$ cat config.mk
export PLATFORM = sky130hd
export DESIGN_NAME = aam_top
export DESIGN_NICKNAME = d
export VERILOG_FILES = /design/src/rtl/aam_pkg.sv /design/src/rtl/aam_mem.sv /design/src/rtl/aam_top.sv
export VERILOG_INCLUDE_DIRS = /design/src /design/src/rtl
export SDC_FILE = /design/constraint.sdc
export NUM_CORES = 2
export LEC_CHECK = 0
export BUFFER_PORTS_ARGS = -buffer_cell sky130_fd_sc_hd__buf_2
export CAP_MARGIN = 20
export CORE_ASPECT_RATIO = 0.9
export CORE_MARGIN = 5
export CORE_UTILIZATION = 50
export DETAILED_ROUTE_END_ITERATION = 8
export GPL_TIMING_DRIVEN = 0
export PLACE_DENSITY = 0.7
export RECOVER_POWER = 100
export REMOVE_ABC_BUFFERS = 1
export SYNTH_ARGS = -nofsm -noshare
export SYNTH_HDL_FRONTEND = slang
export SYNTH_SLANG_ARGS = --single-unit
$ cat constraint.sdc
create_clock -name CLK -period 5.1 [get_ports CLK]
set_clock_uncertainty 0.2 [all_clocks]
set_input_delay 0.51 -clock CLK [delete_from_list [all_inputs] [get_ports CLK]]
set_output_delay 0.51 -clock CLK [all_outputs]
set_load 0.03 [all_outputs]
$ cat src/rtl/aam_map.svh
`ifndef AAM_MAP_SVH
`define AAM_MAP_SVH

// Byte offsets on the APB side
`define AAM_OFF_CTRL      8'h00
`define AAM_OFF_CHEN      8'h04
`define AAM_OFF_DELAY     8'h08
`define AAM_OFF_ALARM     8'h0c
`define AAM_OFF_STATUS    8'h10
// Per-channel groups, selected by address bits 7:6, index in bits 5:2
`define AAM_GRP_GLOBAL    2'h0
`define AAM_GRP_CFG       2'h1
`define AAM_GRP_THR       2'h2
`define AAM_GRP_DATA      2'h3

// Control word fields
`define AAM_CTRL_SCAN     0
`define AAM_CTRL_ODRAIN   1
`define AAM_CTRL_POL      2
`define AAM_CTRL_AVG      4
`define AAM_CTRL_FAULT    8
// Channel configuration fields
`define AAM_CFG_DIFF      0
`define AAM_CFG_BIPOLAR   1
`define AAM_CFG_TEMP      2
// Threshold word fields
`define AAM_THR_LO        0
`define AAM_THR_HI        16

// Reset values
`define AAM_CHEN_RST      10'h3ff
`define AAM_DELAY_RST     16'h0000
`define AAM_CFG_RST       3'h0
`define AAM_THR_LO_RST    12'h000
`define AAM_THR_HI_RST    12'hfff

// Serial command codes, upper nibble of the command word
`define AAM_CMD_MANUAL    4'h0
`define AAM_CMD_RD_ALARM  4'h1
`define AAM_CMD_RD_DATA   4'h2
`define AAM_CMD_RESET     4'h7
`define AAM_CMD_CLR_ONE   4'h8
`define AAM_CMD_CLR_ALL   4'h9

// Channel numbering: 0 die temperature, 1 supply, 2..9 external 0..7
`define AAM_NCH           10
`define AAM_CH_TEMP       4'h0
`define AAM_CH_EXT0       4'h2

// Timing
`define AAM_CLK_MHZ       200
`define AAM_ACQ_NS        1500
`define AAM_VOLT_NS       10600
`define AAM_TEMP_NS       46000

`endif

$ cat src/rtl/aam_pkg.sv
package aam_pkg;

  typedef enum logic [2:0] {
    SQ_IDLE,
    SQ_ACQ,
    SQ_CONV,
    SQ_EVAL,
    SQ_WAIT
  } aam_seq_type;

endpackage

$ cat src/rtl/aam_mem.sv
`timescale 1ns/1ps
`default_nettype none

module aam_mem #(
  parameter int WIDTH = 12,
  parameter int DEPTH = 10,
  parameter int AW    = 4
) (
  input  wire logic             clk,
  input  wire logic             reset_n,
  input  wire logic             we,
  input  wire logic [AW-1:0]    waddr,
  input  wire logic [WIDTH-1:0] wdata,
  input  wire logic [AW-1:0]    raddr_a,
  output logic      [WIDTH-1:0] rdata_a,
  input  wire logic [AW-1:0]    raddr_b,
  output logic      [WIDTH-1:0] rdata_b
);

  logic [WIDTH-1:0] mem [0:DEPTH-1];

  always_ff @(posedge clk) begin
    if (we && (int'(waddr) < DEPTH)) begin
      mem[waddr] <= wdata;
    end
  end

  // Out-of-range reads return zero rather than stale data
  always_ff @(posedge clk or negedge reset_n) begin
    if (!reset_n) begin
      rdata_a <= '0;
      rdata_b <= '0;
    end else begin
      rdata_a <= (int'(raddr_a) < DEPTH) ? mem[raddr_a] : '0;
      rdata_b <= (int'(raddr_b) < DEPTH) ? mem[raddr_b] : '0;
    end
  end

endmodule // aam_mem

`default_nettype wire

$ cat src/rtl/aam_top.sv
// Our own choices: the address map and the APB interface to the registers.
`include "aam_map.svh"
`timescale 1ns/1ps
`default_nettype none

module aam_top #(
  parameter int ACQ_CYC  = (`AAM_ACQ_NS * `AAM_CLK_MHZ + 999) / 1000,
  parameter int VOLT_CYC = (`AAM_VOLT_NS * `AAM_CLK_MHZ + 999) / 1000,
  parameter int TEMP_CYC = (`AAM_TEMP_NS * `AAM_CLK_MHZ + 999) / 1000
) (
  input  wire logic        CLK,
  input  wire logic        RESET_N,
  input  wire logic        PSEL,
  input  wire logic        PENABLE,
  input  wire logic        PWRITE,
  input  wire logic [7:0]  PADDR,
  input  wire logic [31:0] PWDATA,
  output logic      [31:0] PRDATA,
  output logic             PREADY,
  output logic             PSLVERR,
  input  wire logic        CS_N,
  input  wire logic        SCLK,
  input  wire logic        DIN,
  output logic             DOUT,
  output logic             DOUT_OE,
  output logic             INT_O,
  output logic             INT_OE,
  output logic             CONV_START,
  output logic      [3:0]  CONV_CHAN,
  output logic             CONV_DIFF,
  output logic             CONV_TEMP,
  input  wire logic [11:0] CONV_DATA
);

  localparam int NCH = `AAM_NCH;
  localparam logic [13:0] ACQ_LAST  = 14'(ACQ_CYC - 1);
  localparam logic [13:0] VOLT_LAST = 14'(VOLT_CYC - 1);
  // Each of the two temperature measurements takes half the time
  localparam logic [13:0] HALF_LAST = 14'(TEMP_CYC / 2 - 1);

  // Pin synchronisers
  logic sclk_s1, sclk_s2, sclk_s3, cs_s1, cs_s2, cs_s3, din_s1, din_s2;
  always_ff @(posedge CLK or negedge RESET_N) begin
    if (!RESET_N) begin
      {sclk_s1, sclk_s2, sclk_s3} <= 3'h0;
      {cs_s1, cs_s2, cs_s3}       <= 3'h7;
      {din_s1, din_s2}            <= 2'h0;
    end else begin
      {sclk_s1, sclk_s2, sclk_s3} <= {SCLK, sclk_s1, sclk_s2};
      {cs_s1, cs_s2, cs_s3}       <= {CS_N, cs_s1, cs_s2};
      {din_s1, din_s2}            <= {DIN, din_s1};
    end
  end
  logic sclk_rise, sclk_fall, cs_rise;
  assign sclk_rise = sclk_s2 & ~sclk_s3;
  assign sclk_fall = ~sclk_s2 & sclk_s3;
  assign cs_rise   = cs_s2 & ~cs_s3;

  // Configuration state
  logic        scan_en, odrain, pol_high;
  logic [1:0]  avg_exp;
  logic [3:0]  fault_allow;
  logic [9:0]  chen;
  logic [15:0] delay;
  logic [2:0]  cfg    [0:NCH-1];
  logic [11:0] thr_lo [0:NCH-1];
  logic [11:0] thr_hi [0:NCH-1];
  logic        next_scan_en, next_odrain, next_pol_high;
  logic [1:0]  next_avg_exp;
  logic [3:0]  next_fault_allow;
  logic [9:0]  next_chen;
  logic [15:0] next_delay;
  logic [2:0]  next_cfg    [0:NCH-1];
  logic [11:0] next_thr_lo [0:NCH-1];
  logic [11:0] next_thr_hi [0:NCH-1];

  // Sequencer and alarm state
  aam_pkg::aam_seq_type st, next_st;
  logic [3:0]  ch, next_ch, man_ch, next_man_ch;
  logic        man_pend, next_man_pend, manual, next_manual;
  logic        phase, next_phase;
  logic [15:0] timer, next_timer;
  logic [3:0]  avg_cnt, next_avg_cnt;
  logic [15:0] acc, next_acc;
  logic [11:0] first, next_first;
  logic [9:0]  alarm, next_alarm;
  logic [3:0]  fcnt [0:NCH-1];
  logic [3:0]  next_fcnt [0:NCH-1];
  logic        start_q, next_start_q;

  // Serial state
  logic [3:0]  bit_cnt, next_bit_cnt;
  logic [7:0]  cmd, next_cmd;
  logic [23:0] tx, next_tx;
  logic        loaded, next_loaded;
  logic        dout_q, next_dout_q;
  logic        man_req, clr_one, clr_all, soft_rst;
  logic [7:0]  cmd_word;

  logic [11:0] mem_rd_a, mem_rd_b, res;
  logic        mem_we;

  aam_mem #(.WIDTH(12), .DEPTH(NCH), .AW(4)) u_data (
    .clk     (CLK),
    .reset_n (RESET_N),
    .we      (mem_we),
    .waddr   (ch),
    .wdata   (res),
    .raddr_a (PADDR[5:2]),
    .rdata_a (mem_rd_a),
    .raddr_b (cmd[3:0]),
    .rdata_b (mem_rd_b)
  );

  // Serial slave
  always_comb begin
    next_bit_cnt = bit_cnt;
    next_cmd     = cmd;
    next_tx      = tx;
    next_loaded  = loaded;
    next_dout_q  = dout_q;
    man_req      = 1'b0;
    clr_one      = 1'b0;
    clr_all      = 1'b0;
    soft_rst     = 1'b0;
    cmd_word     = {cmd[6:0], din_s2};
    if (cs_s2) begin
      next_bit_cnt = 4'h0;
      next_cmd     = 8'h00;
      next_tx      = 24'h000000;
      next_loaded  = 1'b0;
      next_dout_q  = 1'b0;
      if (cs_rise && bit_cnt == 4'h8 && cmd[7:4] == `AAM_CMD_MANUAL) begin
        man_req = 1'b1;
      end
    end else begin
      if (sclk_rise && bit_cnt != 4'h8) begin
        next_cmd     = cmd_word;
        next_bit_cnt = bit_cnt + 4'h1;
        if (bit_cnt == 4'h7) begin
          clr_one  = cmd_word[7:4] == `AAM_CMD_CLR_ONE;
          clr_all  = cmd_word[7:4] == `AAM_CMD_CLR_ALL;
          soft_rst = cmd_word[7:4] == `AAM_CMD_RESET;
        end
      end
      if (sclk_fall && bit_cnt == 4'h8) begin
        if (!loaded) begin
          next_loaded = 1'b1;
          case (cmd[7:4])
            `AAM_CMD_RD_DATA:  next_tx = {mem_rd_b, 4'h0, 8'h00};
            `AAM_CMD_RD_ALARM: next_tx = {14'h0000, alarm};
            default:           next_tx = 24'h000000;
          endcase
          next_dout_q = next_tx[23];
        end else begin
          next_tx     = {tx[22:0], 1'b0};
          next_dout_q = tx[22];
        end
      end
    end
  end

  always_ff @(posedge CLK or negedge RESET_N) begin
    if (!RESET_N) begin
      bit_cnt <= 4'h0;
      cmd     <= 8'h00;
      tx      <= 24'h000000;
      loaded  <= 1'b0;
      dout_q  <= 1'b0;
    end else begin
      bit_cnt <= next_bit_cnt;
      cmd     <= next_cmd;
      tx      <= next_tx;
      loaded  <= next_loaded;
      dout_q  <= next_dout_q;
    end
  end

  assign DOUT    = dout_q;
  assign DOUT_OE = ~cs_s2;

  // APB slave
  logic       apb_wr, apb_setup, idx_ok;
  logic [3:0] idx;
  logic [1:0] grp;
  assign apb_wr    = PSEL & PENABLE & PWRITE;
  assign apb_setup = PSEL & ~PENABLE;
  assign idx       = PADDR[5:2];
  assign grp       = PADDR[7:6];
  assign idx_ok    = idx < 4'(NCH);
  assign PREADY    = 1'b1;

  logic [31:0] rd_mux;
  logic        bad_addr;
  always_comb begin
    rd_mux   = 32'h00000000;
    bad_addr = 1'b0;
    case (grp)
      `AAM_GRP_GLOBAL: begin
        case (PADDR)
          `AAM_OFF_CTRL:   rd_mux = {20'h00000, fault_allow, 2'h0, avg_exp,
                                     1'b0, pol_high, odrain, scan_en};
          `AAM_OFF_CHEN:   rd_mux = {22'h000000, chen};
          `AAM_OFF_DELAY:  rd_mux = {16'h0000, delay};
          `AAM_OFF_ALARM:  rd_mux = {22'h000000, alarm};
          `AAM_OFF_STATUS: rd_mux = {24'h000000, ch, 2'h0, |alarm,
                                     st != aam_pkg::SQ_IDLE};
          default:         bad_addr = 1'b1;
        endcase
      end
      `AAM_GRP_CFG: begin
        if (idx_ok) rd_mux = {29'h00000000, cfg[idx]};
        else bad_addr = 1'b1;
      end
      `AAM_GRP_THR: begin
        if (idx_ok) rd_mux = {4'h0, thr_hi[idx], 4'h0, thr_lo[idx]};
        else bad_addr = 1'b1;
      end
      default: begin
        if (idx_ok) rd_mux = {20'h00000, mem_rd_a};
        else bad_addr = 1'b1;
      end
    endcase
  end
  // Data reads come from the memory register, fetched in the setup cycle
  assign PRDATA  = (PSEL & PENABLE & ~PWRITE) ? rd_mux : 32'h00000000;
  assign PSLVERR = PSEL & PENABLE & bad_addr;

  always_comb begin
    next_scan_en     = scan_en;
    next_odrain      = odrain;
    next_pol_high    = pol_high;
    next_avg_exp     = avg_exp;
    next_fault_allow = fault_allow;
    next_chen        = chen;
    next_delay       = delay;
    for (int i = 0; i < NCH; i++) begin
      next_cfg[i]    = cfg[i];
      next_thr_lo[i] = thr_lo[i];
      next_thr_hi[i] = thr_hi[i];
    end
    if (apb_wr && !bad_addr) begin
      if (PADDR == `AAM_OFF_CTRL) begin
        next_scan_en     = PWDATA[`AAM_CTRL_SCAN];
        next_odrain      = PWDATA[`AAM_CTRL_ODRAIN];
        next_pol_high    = PWDATA[`AAM_CTRL_POL];
        next_avg_exp     = PWDATA[`AAM_CTRL_AVG +: 2];
        next_fault_allow = PWDATA[`AAM_CTRL_FAULT +: 4];
      end
      if (PADDR == `AAM_OFF_CHEN) next_chen = PWDATA[9:0];
      if (PADDR == `AAM_OFF_DELAY) next_delay = PWDATA[15:0];
      if (grp == `AAM_GRP_CFG && idx >= `AAM_CH_EXT0) begin
        next_cfg[idx] = PWDATA[2:0];
      end
      if (grp == `AAM_GRP_THR) begin
        next_thr_lo[idx] = PWDATA[`AAM_THR_LO +: 12];
        next_thr_hi[idx] = PWDATA[`AAM_THR_HI +: 12];
      end
    end
    if (soft_rst) begin
      next_scan_en     = 1'b0;
      next_odrain      = 1'b0;
      next_pol_high    = 1'b0;
      next_avg_exp     = 2'h0;
      next_fault_allow = 4'h0;
      next_chen        = `AAM_CHEN_RST;
      next_delay       = `AAM_DELAY_RST;
      for (int i = 0; i < NCH; i++) begin
        next_cfg[i]    = `AAM_CFG_RST;
        next_thr_lo[i] = `AAM_THR_LO_RST;
        next_thr_hi[i] = `AAM_THR_HI_RST;
      end
    end
  end

  always_ff @(posedge CLK or negedge RESET_N) begin
    if (!RESET_N) begin
      scan_en     <= 1'b0;
      odrain      <= 1'b0;
      pol_high    <= 1'b0;
      avg_exp     <= 2'h0;
      fault_allow <= 4'h0;
      chen        <= `AAM_CHEN_RST;
      delay       <= `AAM_DELAY_RST;
      for (int i = 0; i < NCH; i++) begin
        cfg[i]    <= `AAM_CFG_RST;
        thr_lo[i] <= `AAM_THR_LO_RST;
        thr_hi[i] <= `AAM_THR_HI_RST;
      end
    end else begin
      scan_en     <= next_scan_en;
      odrain      <= next_odrain;
      pol_high    <= next_pol_high;
      avg_exp     <= next_avg_exp;
      fault_allow <= next_fault_allow;
      chen        <= next_chen;
      delay       <= next_delay;
      for (int i = 0; i < NCH; i++) begin
        cfg[i]    <= next_cfg[i];
        thr_lo[i] <= next_thr_lo[i];
        thr_hi[i] <= next_thr_hi[i];
      end
    end
  end

  // Channel capability per index
  logic [9:0] active, is_temp, is_diff, is_twos;
  for (genvar g = 0; g < NCH; g++) begin : g_ch
    // odd partner of a differential pair is never scanned alone
    if (g >= 3 && g % 2 == 1) begin : g_odd
      assign active[g] = chen[g] & ~cfg[g-1][`AAM_CFG_DIFF];
    end else begin : g_other
      assign active[g] = chen[g];
    end
    assign is_temp[g] = (g == 0) | cfg[g][`AAM_CFG_TEMP];
    // Odd channels never act as the positive side of a pair
    assign is_diff[g] = cfg[g][`AAM_CFG_DIFF] & (g < 2 || g % 2 == 0);
    assign is_twos[g] = is_temp[g] |
                        (is_diff[g] & cfg[g][`AAM_CFG_BIPOLAR]);
  end

  function automatic logic [4:0] find_ch(input logic [4:0] from,
                                         input logic [9:0] act);
    logic [4:0] f;
    f = 5'h1f;
    for (int i = NCH - 1; i >= 0; i--) begin
      if (act[i] && 5'(i) >= from) f = 5'(i);
    end
    return f;
  endfunction

  logic [11:0] sample, raw;
  logic [15:0] sum, shifted;
  logic        avg_last, over, tmr_done;
  logic [12:0] key_r, key_hi, key_lo;
  logic [4:0]  nxt;
  logic [3:0]  fc_inc;

  always_comb begin
    next_st       = st;
    next_ch       = ch;
    next_man_ch   = man_ch;
    next_man_pend = man_pend | man_req;
    next_manual   = manual;
    next_phase    = phase;
    next_timer    = timer + 16'h0001;
    next_avg_cnt  = avg_cnt;
    next_acc      = acc;
    next_first    = first;
    next_start_q  = 1'b0;
    next_alarm    = alarm;
    for (int i = 0; i < NCH; i++) next_fcnt[i] = fcnt[i];
    if (man_req) next_man_ch = cmd[3:0];
    raw      = is_temp[ch] ? CONV_DATA - first : CONV_DATA;
    // Bipolar codes arrive offset binary; flip MSB for two's complement
    sample   = (is_twos[ch] && !is_temp[ch]) ? {~raw[11], raw[10:0]} : raw;
    sum      = acc + (is_twos[ch] ? {{4{sample[11]}}, sample}
                                  : {4'h0, sample});
    avg_last = avg_cnt == ((4'h1 << avg_exp) - 4'h1);
    shifted  = is_twos[ch] ? 16'($signed(acc) >>> avg_exp) : acc >> avg_exp;
    res      = shifted[11:0];
    // Signed compare by offsetting the sign bit
    key_r    = {1'b0, res[11] ^ is_twos[ch], res[10:0]};
    key_hi   = {1'b0, thr_hi[ch][11] ^ is_twos[ch], thr_hi[ch][10:0]};
    key_lo   = {1'b0, thr_lo[ch][11] ^ is_twos[ch], thr_lo[ch][10:0]};
    over     = (key_r > key_hi) || (key_r < key_lo);
    fc_inc   = (fcnt[ch] == 4'hf) ? 4'hf : fcnt[ch] + 4'h1;
    nxt      = find_ch(5'(ch) + 5'h01, active);
    mem_we   = 1'b0;
    tmr_done = 1'b0;
    case (st)
      aam_pkg::SQ_IDLE: begin
        next_timer = 16'h0000;
        if (man_pend) begin
          next_man_pend = man_req;
          if (man_ch < 4'(NCH)) begin
            next_ch     = man_ch;
            next_manual = 1'b1;
            next_st     = aam_pkg::SQ_ACQ;
          end
        end else if (scan_en && find_ch(5'h00, active) != 5'h1f) begin
          next_ch     = 4'(find_ch(5'h00, active));
          next_manual = 1'b0;
          next_st     = aam_pkg::SQ_ACQ;
        end
        next_avg_cnt = 4'h0;
        next_acc     = 16'h0000;
        next_phase   = 1'b0;
      end
      aam_pkg::SQ_ACQ: begin
        if (timer[13:0] == ACQ_LAST) begin
          next_timer   = 16'h0000;
          next_start_q = 1'b1;
          next_st      = aam_pkg::SQ_CONV;
        end
      end
      aam_pkg::SQ_CONV: begin
        if (is_temp[ch]) tmr_done = timer[13:0] == HALF_LAST;
        else tmr_done = timer[13:0] == VOLT_LAST;
        if (tmr_done) begin
          next_timer = 16'h0000;
          if (is_temp[ch] && !phase) begin
            next_first   = CONV_DATA;
            next_phase   = 1'b1;
            next_start_q = 1'b1;
          end else begin
            next_phase   = 1'b0;
            next_acc     = sum;
            next_avg_cnt = avg_cnt + 4'h1;
            next_st      = avg_last ? aam_pkg::SQ_EVAL : aam_pkg::SQ_ACQ;
          end
        end
      end
      aam_pkg::SQ_EVAL: begin
        mem_we       = 1'b1;
        next_avg_cnt = 4'h0;
        next_acc     = 16'h0000;
        next_timer   = 16'h0000;
        if (over) begin
          next_fcnt[ch] = fc_inc;
          if (fc_inc > fault_allow) next_alarm[ch] = 1'b1;
        end else begin
          next_fcnt[ch] = 4'h0;
        end
        if (manual) next_st = aam_pkg::SQ_IDLE;
        else if (nxt != 5'h1f) begin
          next_ch = 4'(nxt);
          next_st = aam_pkg::SQ_ACQ;
        end else next_st = aam_pkg::SQ_WAIT;
      end
      aam_pkg::SQ_WAIT: begin
        if (timer >= delay) next_st = aam_pkg::SQ_IDLE;
      end
      default: next_st = aam_pkg::SQ_IDLE;
    endcase
    for (int i = 0; i < NCH; i++) begin
      if (clr_all || (clr_one && cmd_word[3:0] == 4'(i)) ||
          (apb_wr && PADDR == `AAM_OFF_ALARM && PWDATA[i]) || soft_rst) begin
        if (!(st == aam_pkg::SQ_EVAL && 4'(i) == ch && next_alarm[i] &&
              !alarm[i])) begin
          next_alarm[i] = 1'b0;
        end
        next_fcnt[i] = 4'h0;
      end
    end
    if (soft_rst) begin
      next_st       = aam_pkg::SQ_IDLE;
      next_man_pend = 1'b0;
    end
  end

  always_ff @(posedge CLK or negedge RESET_N) begin
    if (!RESET_N) begin
      st       <= aam_pkg::SQ_IDLE;
      ch       <= 4'h0;
      man_ch   <= 4'h0;
      man_pend <= 1'b0;
      manual   <= 1'b0;
      phase    <= 1'b0;
      timer    <= 16'h0000;
      avg_cnt  <= 4'h0;
      acc      <= 16'h0000;
      first    <= 12'h000;
      start_q  <= 1'b0;
      alarm    <= 10'h000;
      for (int i = 0; i < NCH; i++) fcnt[i] <= 4'h0;
    end else begin
      st       <= next_st;
      ch       <= next_ch;
      man_ch   <= next_man_ch;
      man_pend <= next_man_pend;
      manual   <= next_manual;
      phase    <= next_phase;
      timer    <= next_timer;
      avg_cnt  <= next_avg_cnt;
      acc      <= next_acc;
      first    <= next_first;
      start_q  <= next_start_q;
      alarm    <= next_alarm;
      for (int i = 0; i < NCH; i++) fcnt[i] <= next_fcnt[i];
    end
  end

  assign CONV_START = start_q;
  assign CONV_CHAN  = ch;
  assign CONV_DIFF  = is_diff[ch];
  assign CONV_TEMP  = is_temp[ch];

  logic int_level;
  assign int_level = (|alarm) ~^ pol_high;
  assign INT_O     = odrain ? 1'b0 : int_level;
  assign INT_OE    = odrain ? ~int_level : 1'b1;

endmodule // aam_top

`default_nettype wire

Yosys cells after proc, flatten, opt, wreduce, memory -nomap -nowiden
Memories as Yosys holds them, arrays and structs flattened.
Index checks and enable logic that the tools add are counted.
{"block": "op_classes", "n_eq_ne": 56, "n_bitwise": 42, "n_reduce_logical": 161, "muxes": 209, "order_cmp": 26, "n_shift": 3, "n_addsub": 8}
{"op": "120-bit two-way mux", "n": 6}
{"op": "120-bit bitwise mux", "n": 2}
{"op": "12-bit binary-select mux with 4-bit select", "n": 4}
{"op": "12-bit two-way mux", "n": 15}
{"op": "16-bit two-way mux", "n": 8}
{"op": "5-bit two-way mux", "n": 22}
{"op": "4-bit two-way mux", "n": 26}
{"op": "32-bit case mux with 3 select lines", "n": 1}
{"op": "30-bit two-way mux", "n": 3}
{"op": "40-bit two-way mux", "n": 2}
{"op": "16-bit case mux with 5 select lines", "n": 1}
{"op": "1-bit logical AND", "n": 74}
{"op": "1-bit two-way mux", "n": 69}
{"op": "23-bit two-way mux", "n": 3}
{"op": "10-bit two-way mux", "n": 6}
{"op": "12-bit demux with 4-bit select", "n": 1}
{"op": "16-bit case mux with 3 select lines", "n": 1}
{"op": "24-bit case mux with 2 select lines", "n": 1}
{"op": "2-bit nonzero test", "n": 22}
{"op": "3-bit two-way mux", "n": 14}
{"op": "40-bit AND", "n": 1}
{"op": "40-bit bitwise mux", "n": 1}
{"op": "40-bit NOT", "n": 1}
{"op": "32-bit two-way mux", "n": 1}
{"op": "other kinds (83)", "n": 220}
{"block": "totals", "register_bits": 487, "out_inout_bits": 45, "elab_cells": 580, "n_memories": 1, "ram_bits": 120, "in_bits": 60}
{"name": "u_data.mem", "depth": 10, "word_bits": 12, "read_ports": 2, "rd_ports_with_merged_regs": 0, "wr": 1, "line_no": "aam_mem.sv:20", "text": "logic [WIDTH-1:0] mem [0:DEPTH-1];"}

Logic depth before layout (Yosys ltp)
{"block": "depth", "word_depth": 20, "depth_mapped": 23}

Modules after synthesis
A second synthesis with hierarchy kept.
{"block": "unflattened", "cells_unflattened": 3338, "area_unflattened_um2": 34033.9}
{"module": "aam_top", "cells_each": 2926, "area_each_um2": 27478.9, "n_inst": 1}
{"module": "aam_mem", "cells_each": 412, "area_each_um2": 6555.0, "n_inst": 1}

Worst setup path before layout
OpenSTA, ideal clock, no wires.
{"block": "synth_timing", "kind": "reg2reg", "start": "register ch[0], in the netlist CONV_CHAN[0]", "end": "register alarm[8]", "path_slack_ns": 0.465, "n_path_buf": 7, "arrival_time_ns": 4.352, "required_ns": 4.817, "stages_incl_launch_ff": 20, "period_less_slack_ns": 4.635, "cell_sequence": "dfrtp_1 -> buf_4 -> buf_6 -> buf_4 -> buf_2 -> buf_2 -> buf_1 -> mux2i_1 -> o22a_1 -> ha_1 -> a21o_1 -> a211o_1 -> a211oi_1 -> nand2_1 -> a31oi_1 -> a211oi_1 -> nand2b_1 -> clkbuf_1 -> or3_1 -> o21ai_0"}
{"block": "synth_via", "elab_chain_len": 14, "word_cells_on_any_way": 38}
{"element": "from (decl)", "line_no": "aam_top.sv:79", "text": "logic [3:0] ch, next_ch, man_ch, next_man_ch;"}
{"element": "from (signal assigned)", "line_no": "aam_top.sv:469", "text": "ch <= next_ch;"}
{"element": "4-bit NOT with 5-bit output (implied by the code)", "line_no": "aam_top.sv:364, aam_top.sv:365, aam_top.sv:367"}
{"element": "4-bit binary-select mux with 4-bit select", "line_no": "aam_top.sv:367", "text": "fc_inc = (fcnt[ch] == 4'hf) ? 4'hf : fcnt[ch] + 4'h1;"}
{"element": "4-bit two-way mux (implied by the code) (2 in a row)", "line_no": "aam_top.sv:367"}
{"element": "4-bit by 1-bit adder with 4-bit output / 4-bit == test (equally long branches)", "line_no": "aam_top.sv:367"}
{"element": "4-bit two-way mux", "line_no": "aam_top.sv:367"}
{"element": "4-bit > comparator", "line_no": "aam_top.sv:421", "text": "if (fc_inc > fault_allow) next_alarm[ch] = 1'b1;"}
{"element": "10-bit two-way mux", "line_no": "aam_top.sv:421"}
{"element": "10-bit two-way mux", "line_no": "aam_top.sv:419", "text": "if (over) begin"}
{"element": "10-bit two-way mux", "line_no": "aam_top.sv:371", "text": "case (st)"}
{"element": "1-bit logical AND (2 in a row)", "line_no": "aam_top.sv:439", "text": "if (!(st == aam_pkg::SQ_EVAL && 4'(i) == ch && next_alarm[i] &&"}
{"element": "1-bit two-way mux", "line_no": "aam_top.sv:439"}
{"element": "1-bit two-way mux *", "line_no": "aam_top.sv:437", "text": "if (clr_all || (clr_one && cmd_word[3:0] == 4'(i)) ||"}
{"element": "via next_alarm[8]", "line_no": "aam_top.sv:86", "text": "logic [9:0] alarm, next_alarm;"}
{"element": "to (signal assigned)", "line_no": "aam_top.sv:479", "text": "alarm <= next_alarm;"}
{"element": "to (decl)", "line_no": "aam_top.sv:86"}
The timed path passes the listed nets; every way through them passes the cells marked *. The select of a mux whose other input is x is not followed.
A chain may end at the register's enable or synchronous reset.

Worst setup path in the final report
{"block": "layout_timing", "start": "input port PADDR[5]", "end": "output port PRDATA[1]"}
{"block": "layout_via", "elab_chain_len": 7, "word_cells_on_any_way": 19}
{"element": "from (decl)", "line_no": "aam_top.sv:16", "text": "input wire logic [7:0] PADDR,"}
{"element": "4-bit NOT with 5-bit output (implied by the code)", "line_no": "aam_top.sv:212, aam_top.sv:216"}
{"element": "12-bit binary-select mux with 4-bit select / 3-bit binary-select mux with 4-bit select (equally long branches)", "line_no": "aam_top.sv:216, aam_top.sv:212"}
{"element": "12-bit two-way mux (implied by the code) / 3-bit two-way mux (equally long branches) (2 in a row)", "line_no": "aam_top.sv:216, aam_top.sv:212"}
{"element": "28-bit two-way mux / 3-bit two-way mux (equally long branches)", "line_no": "aam_top.sv:216, aam_top.sv:212"}
{"element": "32-bit case mux with 3 select lines *", "line_no": "aam_top.sv:198", "text": "case (grp)"}
{"element": "32-bit two-way mux *", "line_no": "aam_top.sv:226", "text": "assign PRDATA = (PSEL & PENABLE & ~PWRITE) ? rd_mux : 32'h00000000;"}
{"element": "to (decl)", "line_no": "aam_top.sv:18", "text": "output logic [31:0] PRDATA,"}
Mark *: on every way between the ends. The rest lies on a longest branch, timed or not. The select of a mux whose other input is x is not followed.

==> flow_results.org <==
** Final layout
- Seq. cell area :: 15900 sq um
- Summing all multi-input logic gate instances after layout gives 16300 sq um.
- Cells with a size suffix above 1 make up 17.8% of the layout.
- Fill count :: 5671
- Relative to the synthesized area, the layout overhead comes to 11.9%.
- After the last flow step, the layout net total stands at 3368.
- Excluding fillers, the count of instances in the completed layout stands at 4156.

** Global routing
- For this run, the total global-route usage over all layers was measured as 28.6%.
- Remaining global-route overflow :: 0
- Initial antenna violation count :: 3
- Global-route wire length before repair :: 160000 um
- Largest net degree at the start of global routing :: 116
- Number of global-route vias before repair :: 26000

** CTS
- CTS built an H-tree with a depth of 3.
- Clock tree from TritonCTS :: yes
- CTS Buf Count :: 67
- Clk buf depth :: 3
- CTS Root Cell :: sky130_fd_sc_hd__clkbuf_16
- Clock-pin slew was measured on the worst setup and hold paths at 0.06 ns.
- Source-to-sink clock delay at the later pin of the worst-skew pair :: 0.62 ns
- CTS saw 606 sinks.

** Routing
- Wire length on met1 :: 41700 um
- Met2 Routed Length :: 46600 um
- Routed Antenna Nets :: 0
- Iteration count of the initial detailed-routing pass :: 7
- Via Count :: 26800
- Via density per instance :: 6.44
- In the final routed layout, each cell accounts on average for 25.4 um.
- The detailed router used layers up to and including met4.
- Final wirelength :: 105000 um
- After detailed routing, the met3 layer carries 12500 um of wire.
- After the first detailed-routing iteration, the DRC count stood at 3368.
- In the routed design, unresolved DRC markers number 0.

** Hold path
- Worst min-delay path startpoint :: PWDATA[21]
- Type of the worst min-delay path :: input port to register

** Placement
- Once placement completed, the tool counted placed cells totaling 3990.
- Once detailed placement completed, the half-perimeter wirelength came to 65700 um.
- Total of buffers placed on input and output ports :: 95
- Before CTS, the worst setup slack after placement is -0.864 ns.
- Routability-driven placement finished with a final weighted congestion of 0.960.

** Worst setup path
- Startpoint type of the worst setup path :: input port
- Crit end category :: output port
- The setup check on the worst reg-to-reg path leaves a slack of 0.18 ns.
- Endpoint of the lowest-slack register-to-register path :: alarm[6]
- R2r startpoint :: CONV_CHAN[0]
- Length in cells of the worst reg-to-reg path :: 15
- Worst path arrival time :: 4.25 ns
- In this run the worst path has a maximum fanout of 18.
- End point of the critical path :: PRDATA[1]
- Tracing the worst setup path back leads to its startpoint at PADDR[5].
- The critical path is of the input port to output port type.
- STA puts the critical path data required time at 4.39 ns.

** Synthesis
- The cell area that synthesis handed to floorplanning was 33400 sq um.
- Share of synthesized registers carrying an async set or reset :: 80.2%
- In the synthesized netlist, the number of instances is 3219.
- Number of different library cells in the post-synthesis netlist :: 84
- Of the synthesized area, sequential elements account for 47.7%.
- In the synthesized netlist the dominant register cell turns out to be sky130_fd_sc_hd__dfrtp_1.
- Synthesis Warnings :: 0
- After synthesis the netlist holds a flip-flop and latch count of 606.
- The average instance in the mapped netlist occupies 10.4 sq um.
- Number of enable flip-flop cells after synthesis :: 120

** STA
- Worst slew pin tran :: 2.29 ns
- Across all setup checks in the final design, the least slack found is 0.140 ns.
- Setup violations remaining at the end of the flow were counted as 0.
- Number of max-slew violations in the final report :: 336
- Timing would allow up to 0.202 GHz.
- Setup TNS :: 0 ns
- Setup repair after global routing missed its margin :: no
- Number of hold violations in the final report :: 0
- The final critical path takes up 97.2% of the cycle.
- The tightest hold path in the finished design has a slack of 0.0294 ns.
- Minimum clock period after layout :: 4.96 ns
- Measured against its own limit, the worst slew margin works out to -52.8%.

** Floorplanning
- Effective utilization at floorplan :: 50.1%
- Die outline area :: 72100 sq um
- The initialized floorplan defines 90 standard-cell rows.
- The floorplan step set the die width to 283 um.
- In this run the count of I/O pins placed on the die edge is 105.
- The die is 255 um tall.
- Area of the core :: 66700 sq um

** Job
- Max-capacitance violation count :: 6

** Power and ir drop
- In this run the power density over the cells is 288 nW/um^2.
- IR analysis of the VDD net gives a maximum drop of 0.200 mV.
- For this design the static power due to leakage is 14.7 nW.

** Run status
- Status :: complete, but fails checks
- Violations in the final reports :: capacitance limit, slew limit
-- state kept, by name, summed over array words and instances, names as in the netlist, 2 cells and up --
name            flops
CONV_CHAN           4
acc                15
alarm              10
avg_cnt             4
avg_exp             2
bit_cnt             4
cfg                30
chen               10
cmd                 8
delay              16
fault_allow         4
fcnt               40
first              12
man_ch              4
st                  3
thr_hi            120
thr_lo            120
timer              16
tx                 23
u_data.mem        120
u_data.rdata_a     12
u_data.rdata_b     12
-- synthesized netlist by cell type (15+ instances only) --
cell	count	share of area [%]
sky130_fd_sc_hd__nand2_1	692	7.8
sky130_fd_sc_hd__dfrtp_1	353	26
sky130_fd_sc_hd__a21oi_1	235	3.5
sky130_fd_sc_hd__nand3_1	185	2.8
sky130_fd_sc_hd__clkbuf_1	182	2.0
sky130_fd_sc_hd__mux4_2	173	12
sky130_fd_sc_hd__nor2_1	168	1.9
sky130_fd_sc_hd__mux2i_1	166	5.0
sky130_fd_sc_hd__dfstp_2	133	10
sky130_fd_sc_hd__edfxtp_1	120	11
sky130_fd_sc_hd__o21ai_0	82	1.2
sky130_fd_sc_hd__ha_1	79	3.0
sky130_fd_sc_hd__inv_1	79	0.89
sky130_fd_sc_hd__nor3_1	51	0.76
sky130_fd_sc_hd__buf_2	43	0.64
sky130_fd_sc_hd__o22ai_1	36	0.67
sky130_fd_sc_hd__a222oi_1	32	0.96
sky130_fd_sc_hd__a221oi_1	27	0.71
sky130_fd_sc_hd__xor2_1	25	0.65
sky130_fd_sc_hd__a21o_1	23	0.52
sky130_fd_sc_hd__nand2b_1	21	0.39
sky130_fd_sc_hd__o22a_1	21	0.55
sky130_fd_sc_hd__nor2b_1	20	0.37
sky130_fd_sc_hd__xnor2_1	19	0.50
sky130_fd_sc_hd__buf_1	17	0.19
sky130_fd_sc_hd__and3_1	15	0.28
-- final cells by class --
| cell class | count | share of cell area [%] |
|---|---|---|
| multi-input cells | 2283 | 43.5 |
| flip-flops and latches | 606 | 42.6 |
| clock buffers | 93 | 5.05 |
| repair buffers | 187 | 4.43 |
| well taps | 874 | 2.92 |
| inverters | 82 | 0.833 |
| clock inverters | 29 | 0.575 |
| diodes | 2 | 0.0134 |
-- worst max-delay path, cell delays in order --
cell and delay, ns:
sky130_fd_sc_hd__buf_2 0.47, sky130_fd_sc_hd__nand2b_1 0.54, sky130_fd_sc_hd__nor3_2 0.82, sky130_fd_sc_hd__buf_8 0.24, sky130_fd_sc_hd__a222oi_1 0.13, sky130_fd_sc_hd__a21oi_1 0.43, sky130_fd_sc_hd__nor3_1 0.14, sky130_fd_sc_hd__nor3_1 0.56
sky130_fd_sc_hd__clkbuf_1 0.38
-- stage by stage --
step	instance area, sq um	total power [mW]	util (%)
CTS	37700	10.8	56.5
floorplan	32400	5.73	-
detailed placement	35100	6.13	52.7
global placement	34000	6.09	50.9
global route	37400	11.1	56.1
finish	37400	10.8	56.1
-- power breakdown --
group          switching (mW)  leakage, nW  internal (mW)
combinational           0.517         6.86          0.325
sequential              0.138         6.77           5.09
clock                    2.04         1.03           2.66
total                    2.70         14.7           8.07
-- how the worst min path moves through the flow --
stage | depth (start not counted) | end
after floorplan | 0 | CONV_CHAN[0]
after global routing | 3 | thr_hi[110]
final | 3 | thr_hi[77]
after CTS | 3 | thr_hi[86]
after detailed placement | 0 | sclk_s2
after global placement | 0 | sclk_s2
-- metal layers --
layer	global-route usage [%]	up-vias
li1	-	11600
met1	40.4	13200
met2	42.6	1612
met3	7.75	297
met4	11.0	0
met5	0	-
-- repair_timing --
| action | in CTS | in global routing |
|---|---|---|
| hold buffers | 27 | 0 |
| resized for setup | 1 | 7 |
| pin swaps | 2 | 3 |
| endpoints found under the setup margin | 58 | 13 |
| setup buffers | 7 | 3 |
| endpoints found under the hold margin | 77 | 0 |
| gates cloned | 3 | 2 |
-- placed cells by master (no fill, tap or decap), drive strengths merged, types with 17 or more instances in the layout --
cell type,n
inv,81
dlygate4sd3,27
a21oi,235
dfrtp,353
o22ai,36
edfxtp,120
nand3,185
o22a,21
and3,17
a21o,23
a221oi,27
mux4,173
nor3,58
xor2,25
buf,109
nand2b,21
nor2b,20
dfstp,133
clkbuf,143
nor2,169
clkinv,24
o21ai,84
xnor2,19
nand2,692
mux2i,166
a222oi,32
ha,79
-- cells by family (layout without fill, tap and decap cells) --
| kind of cell | count (synthesis) | in the layout | synth area share (%) |
|---|---|---|---|
| AOI/OAI and AO/OA | 558 | 558 | 10.8 |
| muxes | 348 | 348 | 16.9 |
| and+or+nand+nor | 1244 | 1247 | 16.3 |
| adders and majority gates | 81 | 81 | 3.08 |
| other | 2 | 7 | 0.0225 |
| DFF | 606 | 606 | 47.7 |
| xor gates and xnor gates | 44 | 44 | 1.15 |
| buffers and inverters | 336 | 391 | 4.09 |
(Power assumes the default switching activity.)
